==> src/logic/dwrst_cfg.svh <==
// Constants of the watchdog and reset block.
// Assumes inclusion by bare name from the package and modules.
`ifndef DWRST_CFG_SVH
`define DWRST_CFG_SVH
// ------------------------------------------------
// Register map and fields
// ------------------------------------------------
`define DWRST_WDG_OFFSET 12'h0d8
`define DWRST_WDG_RESET 8'hfe
`define DWRST_CTL_POS 0
`define DWRST_SR_POS 1
`define DWRST_T_MSB_POS 2
`define DWRST_T_LSB_POS 7
`define DWRST_CNT_RESET 7'h7f
`define DWRST_CNT_EXPIRE 7'h40
// ------------------------------------------------
// Timing counts, internal clock cycles
// ------------------------------------------------
`define DWRST_PRESCALE 3072
`define DWRST_STRETCH 2048
`endif

==> src/logic/dwrst_pkg.sv <==
// Types shared by the watchdog and reset block.
// Assumes dwrst_cfg.svh on the include path.
package dwrst_pkg;
   `include "dwrst_cfg.svh"

   // Power state, Gray along run-wait-stop
   typedef enum logic [1:0]
   {
      PWR_RUN = 2'h0,
      PWR_WAIT = 2'h1,
      PWR_STOP = 2'h3
   } dwrst_pwr_t;
endpackage : dwrst_pkg

==> src/logic/dwrst_rst_if.sv <==
// Carrier between watchdog core and reset stretcher.
// Assumes one clock domain, pclk.
`timescale 1ns/1ns
`default_nettype none
interface dwrst_rst_if;
   logic fire; // One-cycle watchdog reset request
   logic rst_n; // Stretched internal reset, low active

   modport src
   (
      output fire,
      input rst_n
   );
   modport gen
   (
      input fire,
      output rst_n
   );
endinterface : dwrst_rst_if
`default_nettype wire

==> src/logic/dwrst_sync.sv <==
// Three-flop synchroniser with agreement filter for a pin.
// Assumes an asynchronous level input.
`timescale 1ns/1ns
`default_nettype none
module dwrst_sync
(
   input wire logic pclk, // Clock
   input wire logic presetn, // Async reset, low active
   input wire logic pin_in, // Asynchronous pin level
   output logic level_out // Filtered level
);
   logic [2:0] sync_reg;
   logic [2:0] sync_next;
   logic level_reg;
   logic level_next;

   // Only the last two stages are compared; first stage may be metastable
   always_comb
   begin
      sync_next = {sync_reg[1:0], pin_in};
      level_next = (sync_reg[1] == sync_reg[2]) ? sync_reg[2] : level_reg;
   end

   // State registers
   always_ff @(posedge pclk or negedge presetn)
   begin
      if (!presetn)
      begin
         sync_reg <= 3'h0;
         level_reg <= 1'b0;
      end
      else
      begin
         sync_reg <= sync_next;
         level_reg <= level_next;
      end
   end

   assign level_out = level_reg;
endmodule : dwrst_sync
`default_nettype wire

==> src/logic/dwrst_stretch.sv <==
// Reset stretcher: holds internal reset for a fixed count.
// Assumes fire is a one-cycle pulse on pclk.
`timescale 1ns/1ns
`default_nettype none
`include "dwrst_cfg.svh"
module dwrst_stretch
#(
   parameter int unsigned STRETCH = `DWRST_STRETCH,
   parameter int unsigned CNT_W = 12
)
(
   input wire logic pclk, // Clock
   input wire logic presetn, // Async reset, low active
   dwrst_rst_if.gen rst // Request in, stretched reset out
);
   logic [CNT_W-1:0] cnt_reg;
   logic [CNT_W-1:0] cnt_next;
   logic done_reg;
   logic done_next;

   // Restart on any request, release after the full count
   always_comb
   begin
      cnt_next = cnt_reg;
      done_next = done_reg;
      if (rst.fire)
      begin
         cnt_next = '0;
         done_next = 1'b0;
      end
      else if (!done_reg)
      begin
         cnt_next = cnt_reg + CNT_W'(1);
         done_next = (cnt_reg == CNT_W'(STRETCH - 1));
      end
   end

   // State registers
   always_ff @(posedge pclk or negedge presetn)
   begin
      if (!presetn)
      begin
         cnt_reg <= '0;
         done_reg <= 1'b0;
      end
      else
      begin
         cnt_reg <= cnt_next;
         done_reg <= done_next;
      end
   end

   assign rst.rst_n = done_reg;
endmodule : dwrst_stretch
`default_nettype wire

==> src/logic/dwrst_top.sv <==
// Digital watchdog with internal reset generation, APB slave.
// Assumes core strobes on pclk; nmi_pin is asynchronous.
//
// Functional notes
// - Missed reload causes internal reset, which also restores the counter.
// - Watchdog reset restarts like pin reset, same stabilisation delay.
// - Internal reset held 2048 cycles after its source releases.
// - Active unreloaded counter keeps decrementing toward zero and resets.
// - Software option: inactive until the activate bit is written one.
// - Once active, deactivation is ignored until device reset.
// - While inactive, STOP enters stop mode normally.
// - Hardware option: watchdog active from reset onward.
// - Hardware option without stop gating: STOP acts as WAIT.
// - Stop gating, NMI low: STOP acts as WAIT, counter runs.
// - Stop gating, NMI high: counter frozen, stop mode entered.
// - Wake interrupt leaves stop; counter resumes from held value.
// - Any reset loads register value fe; the hardware option reads ff.
// - Writing soft-reset bit zero resets at once; software writes one.
// - Count bits reversed: bit 7 is count LSB, bit 2 MSB.
// - Reset fires when counter bit 6 falls from one to zero.
// - Six count bits give 64 periods, 3072 to 196608 cycles.
// - Hardware option: activate bit reads one, not writable.
// - Inactive counter is a free 7-bit timer, never resets.
//
// Chosen here: the APB register port.
`timescale 1ns/1ns
`default_nettype none
`include "dwrst_cfg.svh"
module dwrst_top
#(
   parameter bit OPT_HW_ACT = 1'b0, // Factory option: hardware activation
   parameter bit OPT_EXT_STOP = 1'b0, // Factory option: external stop gating
   parameter int unsigned PRESCALE = `DWRST_PRESCALE,
   parameter int unsigned STRETCH = `DWRST_STRETCH,
   parameter int unsigned PRE_W = 12
)
(
   input wire logic pclk, // Internal clock
   input wire logic presetn, // Pin or power-on reset, low active
   input wire logic psel, // APB select
   input wire logic penable, // APB access phase
   input wire logic pwrite, // APB write
   input wire logic [11:0] paddr, // APB byte address
   input wire logic [31:0] pwdata, // APB write data
   output logic [31:0] prdata, // APB read data
   output logic pready, // APB ready
   output logic pslverr, // APB error on unmapped address
   input wire logic stop_req, // Core executes STOP, pulse
   input wire logic wait_req, // Core executes WAIT, pulse
   input wire logic wake_irq, // Interrupt wakes the core, pulse
   input wire logic nmi_pin, // Non-maskable interrupt pin level
   output logic mcu_rst_n, // Internal reset, low active
   output logic wdg_active, // Watchdog armed
   output dwrst_pkg::dwrst_pwr_t pwr_state // Run, wait or stop
);
   import dwrst_pkg::*;

   // ------------------------------------------------
   // Declarations
   // ------------------------------------------------
   logic [6:0] cnt_reg;
   logic [6:0] cnt_next;
   logic [PRE_W-1:0] pre_reg;
   logic [PRE_W-1:0] pre_next;
   logic ctl_reg;
   logic ctl_next;
   logic fire_reg;
   logic fire_next;
   logic [31:0] rd_reg;
   logic [31:0] rd_next;
   dwrst_pwr_t pwr_reg;
   dwrst_pwr_t pwr_next;
   logic addr_hit;
   logic wr_hit;
   logic tick;
   logic active;
   logic run_int;
   logic nmi_high;
   logic [6:0] wr_cnt;
   logic [7:0] rd_map;

   dwrst_rst_if rst_if ();

   // ------------------------------------------------
   // Reset stretcher and pin synchroniser
   // ------------------------------------------------
   dwrst_stretch
   #(
      .STRETCH(STRETCH),
      .CNT_W(12)
   )
   u_stretch
   (
      .pclk(pclk),
      .presetn(presetn),
      .rst(rst_if.gen)
   );

   dwrst_sync u_nmi_sync
   (
      .pclk(pclk),
      .presetn(presetn),
      .pin_in(nmi_pin),
      .level_out(nmi_high)
   );

   // Watchdog request into the same stretcher as the pin reset
   assign rst_if.fire = fire_reg;
   // Fire pulse blocks the block one cycle before the stretch starts
   assign run_int = rst_if.rst_n && !fire_reg;

   // ------------------------------------------------
   // Bus decode
   // ------------------------------------------------
   // Zero-wait slave; every access completes in its first access cycle
   assign addr_hit = (paddr == `DWRST_WDG_OFFSET);
   assign wr_hit = psel && penable && pwrite && addr_hit;
   assign pready = 1'b1;
   assign pslverr = psel && penable && !addr_hit;

   // Reversed bit mapping between register and counter
   genvar gi;
   generate
      for (gi = 0; gi < 6; gi++)
      begin : g_map
         assign wr_cnt[gi] = pwdata[`DWRST_T_LSB_POS - gi];
         assign rd_map[`DWRST_T_LSB_POS - gi] = cnt_reg[gi];
      end
   endgenerate
   assign wr_cnt[6] = pwdata[`DWRST_SR_POS];
   assign rd_map[`DWRST_SR_POS] = cnt_reg[6];
   assign rd_map[`DWRST_CTL_POS] = active;

   // Activation: hardware option forces it, else the sticky bit
   assign active = OPT_HW_ACT ? 1'b1 : ctl_reg;
   assign tick = (pre_reg == PRE_W'(PRESCALE - 1));

   // ------------------------------------------------
   // Counter, prescaler, activation, reset request
   // ------------------------------------------------
   always_comb
   begin
      cnt_next = cnt_reg;
      pre_next = pre_reg;
      ctl_next = ctl_reg;
      fire_next = 1'b0;
      if (!run_int)
      begin
         // Any internal reset restores fe (ff with the hardware option) and clears the sticky activate bit
         cnt_next = `DWRST_CNT_RESET;
         pre_next = '0;
         ctl_next = 1'b0;
      end
      else if (wr_hit)
      begin
         cnt_next = wr_cnt;
         pre_next = '0;
         ctl_next = ctl_reg | pwdata[`DWRST_CTL_POS];
         fire_next = !pwdata[`DWRST_SR_POS];
      end
      else if (pwr_reg != PWR_STOP)
      begin
         // Frozen only in true stop mode
         if (tick)
         begin
            pre_next = '0;
            cnt_next = cnt_reg - 7'h01;
            // Bit 6 falling ends the period; only armed counters fire
            fire_next = active && (cnt_reg == `DWRST_CNT_EXPIRE);
         end
         else
         begin
            pre_next = pre_reg + PRE_W'(1);
         end
      end
   end

   // ------------------------------------------------
   // Power state
   // ------------------------------------------------
   always_comb
   begin
      pwr_next = pwr_reg;
      case (pwr_reg)
         PWR_RUN:
         begin
            if (stop_req)
            begin
               if (!active)
               begin
                  pwr_next = PWR_STOP;
               end
               else if (!OPT_EXT_STOP)
               begin
                  pwr_next = PWR_WAIT;
               end
               else if (nmi_high)
               begin
                  pwr_next = PWR_STOP;
               end
               else
               begin
                  pwr_next = PWR_WAIT;
               end
            end
            else if (wait_req)
            begin
               pwr_next = PWR_WAIT;
            end
         end
         PWR_WAIT, PWR_STOP:
         begin
            if (wake_irq)
            begin
               pwr_next = PWR_RUN;
            end
         end
         default:
         begin
            pwr_next = PWR_RUN;
         end
      endcase
      if (!run_int)
      begin
         pwr_next = PWR_RUN;
      end
   end

   // Read data captured in the setup phase, stable in access
   always_comb
   begin
      rd_next = rd_reg;
      if (psel && !penable)
      begin
         rd_next = (addr_hit && !pwrite) ? {24'h0, rd_map} : 32'h0;
      end
   end

   // ------------------------------------------------
   // State registers
   // ------------------------------------------------
   always_ff @(posedge pclk or negedge presetn)
   begin
      if (!presetn)
      begin
         cnt_reg <= `DWRST_CNT_RESET;
         pre_reg <= '0;
         ctl_reg <= 1'b0;
         fire_reg <= 1'b0;
         rd_reg <= 32'h0;
         pwr_reg <= PWR_RUN;
      end
      else
      begin
         cnt_reg <= cnt_next;
         pre_reg <= pre_next;
         ctl_reg <= ctl_next;
         fire_reg <= fire_next;
         rd_reg <= rd_next;
         pwr_reg <= pwr_next;
      end
   end

   assign prdata = rd_reg;
   assign mcu_rst_n = rst_if.rst_n;
   assign wdg_active = active;
   assign pwr_state = pwr_reg;
endmodule : dwrst_top
`default_nettype wire

==> config.mk <==
export PLATFORM = sky130hd
export DESIGN_NAME = dwrst_top
export DESIGN_NICKNAME = d
export VERILOG_FILES = /design/src/logic/dwrst_pkg.sv /design/src/logic/dwrst_rst_if.sv /design/src/logic/dwrst_sync.sv /design/src/logic/dwrst_stretch.sv /design/src/logic/dwrst_top.sv
export VERILOG_INCLUDE_DIRS = /design/src /design/src/logic
export SDC_FILE = /design/constraint.sdc
export NUM_CORES = 1
export LEC_CHECK = 0
export BUFFER_PORTS_ARGS = -buffer_cell sky130_fd_sc_hd__buf_4
export CAP_MARGIN = 20
export CORE_ASPECT_RATIO = 0.9
export CORE_UTILIZATION = 50
export DETAILED_ROUTE_END_ITERATION = 8
export MAX_ROUTING_LAYER = met4
export PLACE_DENSITY_LB_ADDON = 0.05
export SLEW_MARGIN = 20
export SYNTH_ARGS = -nofsm -noshare
export SYNTH_HDL_FRONTEND = slang
export SYNTH_SLANG_ARGS = --single-unit
export TNS_END_PERCENT = 20
==> constraint.sdc <==
create_clock -name pclk -period 1.75 [get_ports pclk]
set_input_delay 0 -clock pclk [delete_from_list [all_inputs] [get_ports pclk]]
set_output_delay 0 -clock pclk [all_outputs]
set_load 0.05 [all_outputs]
Word level (Yosys, flattened, before mapping)
Index checks and enable logic that the tools add are counted.

storage, ports and cells
  bits in registers = 68
  latch bits = 0
  memory bits (writable) = 0
  memory bits (read-only) = 0
  input bits = 53
  output and inout bits = 38
  word-level logic and storage cells = 67
  memories kept = 0

operators by class
  $add $sub $neg = 3
  multipliers = 0
  divide/modulo/power cells = 0
  $lt $le $gt $ge = 0
  equal/unequal tests = 13
  shift-type cells = 0
  muxes and demuxes = 25
  bitwise operators = 1
  reductions and logical operators = 17

operator list
  kind                                                                number
  12-bit two-way mux                                                  6
  7-bit two-way mux                                                   4
  12-bit by 1-bit adder with 12-bit output, second input constant     2
  12-bit by 11-bit == test with 1-bit output, second input constant   1
  12-bit == test, second input constant                               1
  12-bit by 8-bit == test with 1-bit output, second input constant    1
  2-bit two-way mux                                                   5
  1-bit logical AND                                                   8
  1-bit two-way mux                                                   8
  8-bit two-way mux                                                   1
  7-bit == test, second input constant                                1
  7-bit by 1-bit subtractor with 7-bit output, second input constant  1
  2-bit != test, second input constant                                3
  3-bit != test, second input constant                                2
  1-bit zero test                                                     5
  4-bit != test, second input constant                                1
  2-bit one-hot mux with 2 select lines                               1
  2-bit AND reduction                                                 2
  3-bit by 2-bit != test with 1-bit output, second input constant     1
  2-bit by 1-bit == test with 1-bit output, second input constant     1
  2-bit == test, second input constant                                1
  2-bit zero test                                                     1
  2-bit OR reduction                                                  1
  1-bit OR                                                            1

Longest topological paths before layout
  word-level depth = 6
  mapped depth = 7
  depth with buffers taken out = 7

By module
A second synthesis with hierarchy kept.

unflattened totals
  cell total of the unflattened synthesis = 254
  area, all modules = 2,487.4 µm²

modules (own cells, without submodules)
  module         times used  cells an instance  area an instance (µm²)  sequential area each (µm²)
  dwrst_top      1           192                1,851.8                 784.5
  dwrst_stretch  1           62                 635.6                   325.3

Worst setup path before layout
Ideal clock, no wire load.

  kind = flip-flop to flip-flop
  start point = reg u_stretch.done_reg (netlist: u_stretch.rst.rst_n)
  end point = reg pre_reg[5]
  setup time = 0.071 ns
  data arrival time = 1.744 ns
  data required time = 1.679 ns
  setup slack = -0.066 ns
  stages on the path, launching flop included = 8
  path buffers = 3
  period minus slack after synthesis = 1.816 ns
  cells stage by stage = dfrtp_1 > clkbuf_2 > and2b_1 > clkbuf_1 > nand2_2 > or2_1 > buf_2 > nor2_1

on the way
  cells in the longest elaborated chain, start to end = 2
  elaborated cells on any way between the ends = 3
  classes of those cells = eq/ne (1); mux (1); reduce/logical (1)

ends and longest elaborated chain
  what                                                                                      line                 source
  start: declaration                                                                        dwrst_stretch.sv:18  logic done_reg;
  start signal: assignment                                                                  dwrst_stretch.sv:49  done_reg <= done_next;
  1-bit logical AND (*)                                                                     dwrst_top.sv:110     assign run_int = rst_if.rst_n && !fire_reg;
  3-bit by 2-bit != test with 1-bit output (no line) or 12-bit two-way mux (tied branches)  -
  end signal: assignment                                                                    dwrst_top.sv:256     pre_reg <= pre_next;
  end: declaration                                                                          dwrst_top.sv:63      logic [PRE_W-1:0] pre_reg;

Every way passes the cells marked *; elsewhere a longest branch is shown, timed or not.
A chain may end at the register's enable or synchronous reset.

Worst setup path after layout
  start point = reg pre_reg[5]
  end point = reg cnt_reg[5]

on the way
  cells in the longest elaborated chain, start to end = 3

ends and longest elaborated chain
  what                           line              source
  12-bit == test                 dwrst_top.sv:136  assign tick = (pre_reg == PRE_W'(PRESCALE - 1));
  3-bit != test (no line)        -
  2-bit AND reduction (no line)  -
  end signal: assignment         dwrst_top.sv:246  cnt_reg <= `DWRST_CNT_RESET;
  end signal: assignment         dwrst_top.sv:255  cnt_reg <= cnt_next;
  end: declaration               dwrst_top.sv:61   logic [6:0] cnt_reg;

Every way passes these cells.

==> results.md <==
- Number of DRC markers in iteration 0: 114
- Critical path's slowest cell: dfrtp_1
- CTS tree: built
- Largest net degree at the start of global routing: between 40 and 50
- Starting density of the core: 51.7%
- Count of different cell masters after synthesis: 51
- Area Overhead vs Synth: 22.5%
- Die area: 0.00529 mm²
- Drt drc: 0
- Worst setup margin: 0.0989 ns
- Final Cycle Share: between 90% and 100%
- Max VDD drop: around 0.43 mV
- Clock power share: 37.4%
- Post-DP HPWL: 3560 µm
- Fin. Hold Viols: 0
- Core Region: 0.00483 mm²
- Seq pwr share: between 50% and 60%
- Startpoint types: flip-flop
- Initial antenna violation count: 0
- Register area share after synthesis: 44.4%
- Worst slew pin tran: 0.557 ns
- Worst reg2reg setup slack: 0.1 ns
- Layout cells sized above 1: 26.9%
- Critical Path RT: 1.99 ns
- Dpl ws: 0.0516 ns
- Max-slew headroom: 62.9%
- Placement Rows: 24
- Overall power: 0.00203 W
- Switch Pwr: 0.000515 W
- WL/cell: 13.0 µm
- End-of-flow core utilization: 63.3%
- P_int: 0.00152 W
- Die span in x: 76.5 µm
- Total CTS buffers: 5
- Clk root buf: clkbuf_8
- Crit Path Max Fanout: 5
- Yosys Warn Count: 0
- Ys flop type: dfrtp_1
- Detail Route Antenna Nets: 0
- Comb pwr share: 11.8%
- Clock sink total: between 40 and 50
- GRT Total Usage: 20.8%
- CTS H-Tree Depth: 2
- Critical Path AT: 1.89 ns
- Slew Limit Fails: 0
- Status: finished clean
- Achievable Freq: 606 MHz
- Slowest stage delay, CP: 0.43 ns
- Cells after Synth: roughly 250
- Async SR Flop Fraction: 100%
- Post-synth EDFFs: 0
- Total Nets Final: 368
- RSZ-0062 raised after global routing: false
- PortBufs: 40
- Pleak: between 1 and 1.5 nW
- Final TNS setup: 0 ns
- CTS Buffer Depth: 2
- Die Y: slightly below 70 µm
- Vias: 1,907
- Worst-Skew Late Latency: 0.29 ns
- GR Layer Usage met1: 28.6%
- DR vias/cell: 5.06
- Vias in the first global route: 1,842
- Crit path cell chain: nand3_2 -> or2_4 -> nor4_1 -> or4_1 -> o311a_1
- Grt met3 use: 4.11%
- Clock Skews: approximately 0.0086 ns
- Tmin final: between 1.5 and 2 ns
- Clock slew at reported path FFs: about 0.08 ns
- Drt pass-1 iters: 4
- Most used routing layer: met2
- PD cells: around 660 mW/mm²
- Global placement routability congestion: 0.759
- GR Util met2: a little under a third
- Grt ovf: 0
- HP Class: in -> reg
- Seq cells post-synth: 44
- ANT cells: 0
- Cell Area, Synth: approximately 0.0025 mm²
- Crit path kind: reg -> reg
- Ports: 91
- Drt total wl: 4900 µm
- Hold Slack: 0.0347 ns
- CP endpoint kind: flip-flop
- First-pass GRT wire length: 8400 µm
- Switching Share: 25.3%
- Final Setup Violations: 0
- Post-Syn Area per Cell: 9.92 µm²
- Max-Cap Viols: 0
==> worst paths after layout <==
check	startpoint	depth (start not counted)	endpoint
max in group asynchronous	presetn	2	u_stretch.rst.rst_n
min reg2reg	prdata[6]	1	prdata[6]
min	wait_req	3	pwr_state[0]
max reg2reg	pre_reg[5]	5	cnt_reg[5]
max	pre_reg[5]	5	cnt_reg[5]
min in group asynchronous	presetn	2	wdg_active
==> per-stage QoR <==
stage               cells  cell area (µm²)
global placement      359             2830
finish                377             3060
global route          377             3060
floorplan             275             2590
CTS                   377             3040
detailed placement    359             2830
==> synthesized netlist by cell type (all sizes together) (2+ instances only) <==
library cell / instances / share of area [%]
dfrtp: 37 / 37
nor2: 33 / 5.0
buf: 27 / 8.2
nand2: 16 / 2.6
xor2: 16 / 5.6
nand3: 10 / 2.2
nand4: 10 / 3.4
a21oi: 8 / 1.6
a22o: 8 / 2.8
nor3: 8 / 1.8
and3: 7 / 1.8
dfstp: 7 / 7.4
clkbuf: 6 / 0.95
xnor2: 6 / 2.1
nor4: 5 / 1.5
ha: 4 / 2.0
o21ai: 4 / 0.80
and4: 3 / 1.2
inv: 3 / 0.45
mux2i: 3 / 1.2
nand2b: 3 / 0.75
a31oi: 2 / 0.50
and2b: 2 / 0.65
conb: 2 / 0.30
nand3b: 2 / 0.60
nand4b: 2 / 0.70
nor4b: 2 / 1.9
o311a: 2 / 0.80
or2: 2 / 0.60
or3: 2 / 0.50
or4: 2 / 0.60
==> repair_timing <==
action,4_1_cts,5_1_grt
gates resized for setup,0,5
buffers inserted,0,0
setup endpoints to repair,0,13
endpoints found under the hold margin,46,0
hold buffers,10,0
==> cell type report <==
class | instances | area (µm²)
clock buffer | 6 | 72.6
sequential | 44 | 1110
clock inverter | 2 | 35.0
fill | 437 | 1770
multi-input combinational | 195 | 1260
timing repair buffer | 62 | 490
inverter | 3 | 11.3
tap | 65 | 81.3
==> power groups by stage <==
stage	sequential [W]	combinational [W]	clock, W
3_3_place_gp	0.00105	0.000223	0
3_5_place_dp	0.00105	0.000223	0
2_1_floorplan	0.00105	0.000190	0
6_report	0.00103	0.000239	0.000761
5_1_grt	0.00104	0.000256	0.000828
4_1_cts	0.00103	0.000241	0.000781
==> cell families after synthesis <==
logic type / Yosys count / synth area share (%)
AND/OR/NAND/NOR: 113 / 27.0
flip-flops: 44 / 44.4
buffers and inverters: 36 / 9.56
AO/OA/AOI/OAI: 28 / 7.81
XOR/XNOR: 22 / 7.71
adder cells (fa/ha/maj): 4 / 2.00
multiplexers: 3 / 1.20
other: 2 / 0.300
==> layout by cell type (no fill, tap or decap), drive strengths merged, types with 4 or more instances in the layout <==
cell and instances:
buf 52, dfrtp 37, nor2 33, conb 25, xor2 16, nand2 16
dlygate4sd3 10, nand3 10, nand4 10, a21oi 8, a22o 8, nor3 8
and3 7, dfstp 7, xnor2 6, clkbuf 6, nor4 5, o21ai 4
ha 4
==> routing by layer <==
layer / up-vias / wire length [µm]
met2: 49 / 2200
met1: 895 / 2440
li1: 958 / -
met5: - / 0
met3: 5 / 209
met4: 0 / 46
==> worst max-delay path: cells and delay by family (launching register included) <==
| kind | cells | cell delay, ns |
|---|---|---|
| compound gates | 1 | 0.16 |
| simple gates | 4 | 1.01 |
| flops | 1 | 0.43 |
(Power assumes the default switching activity.)
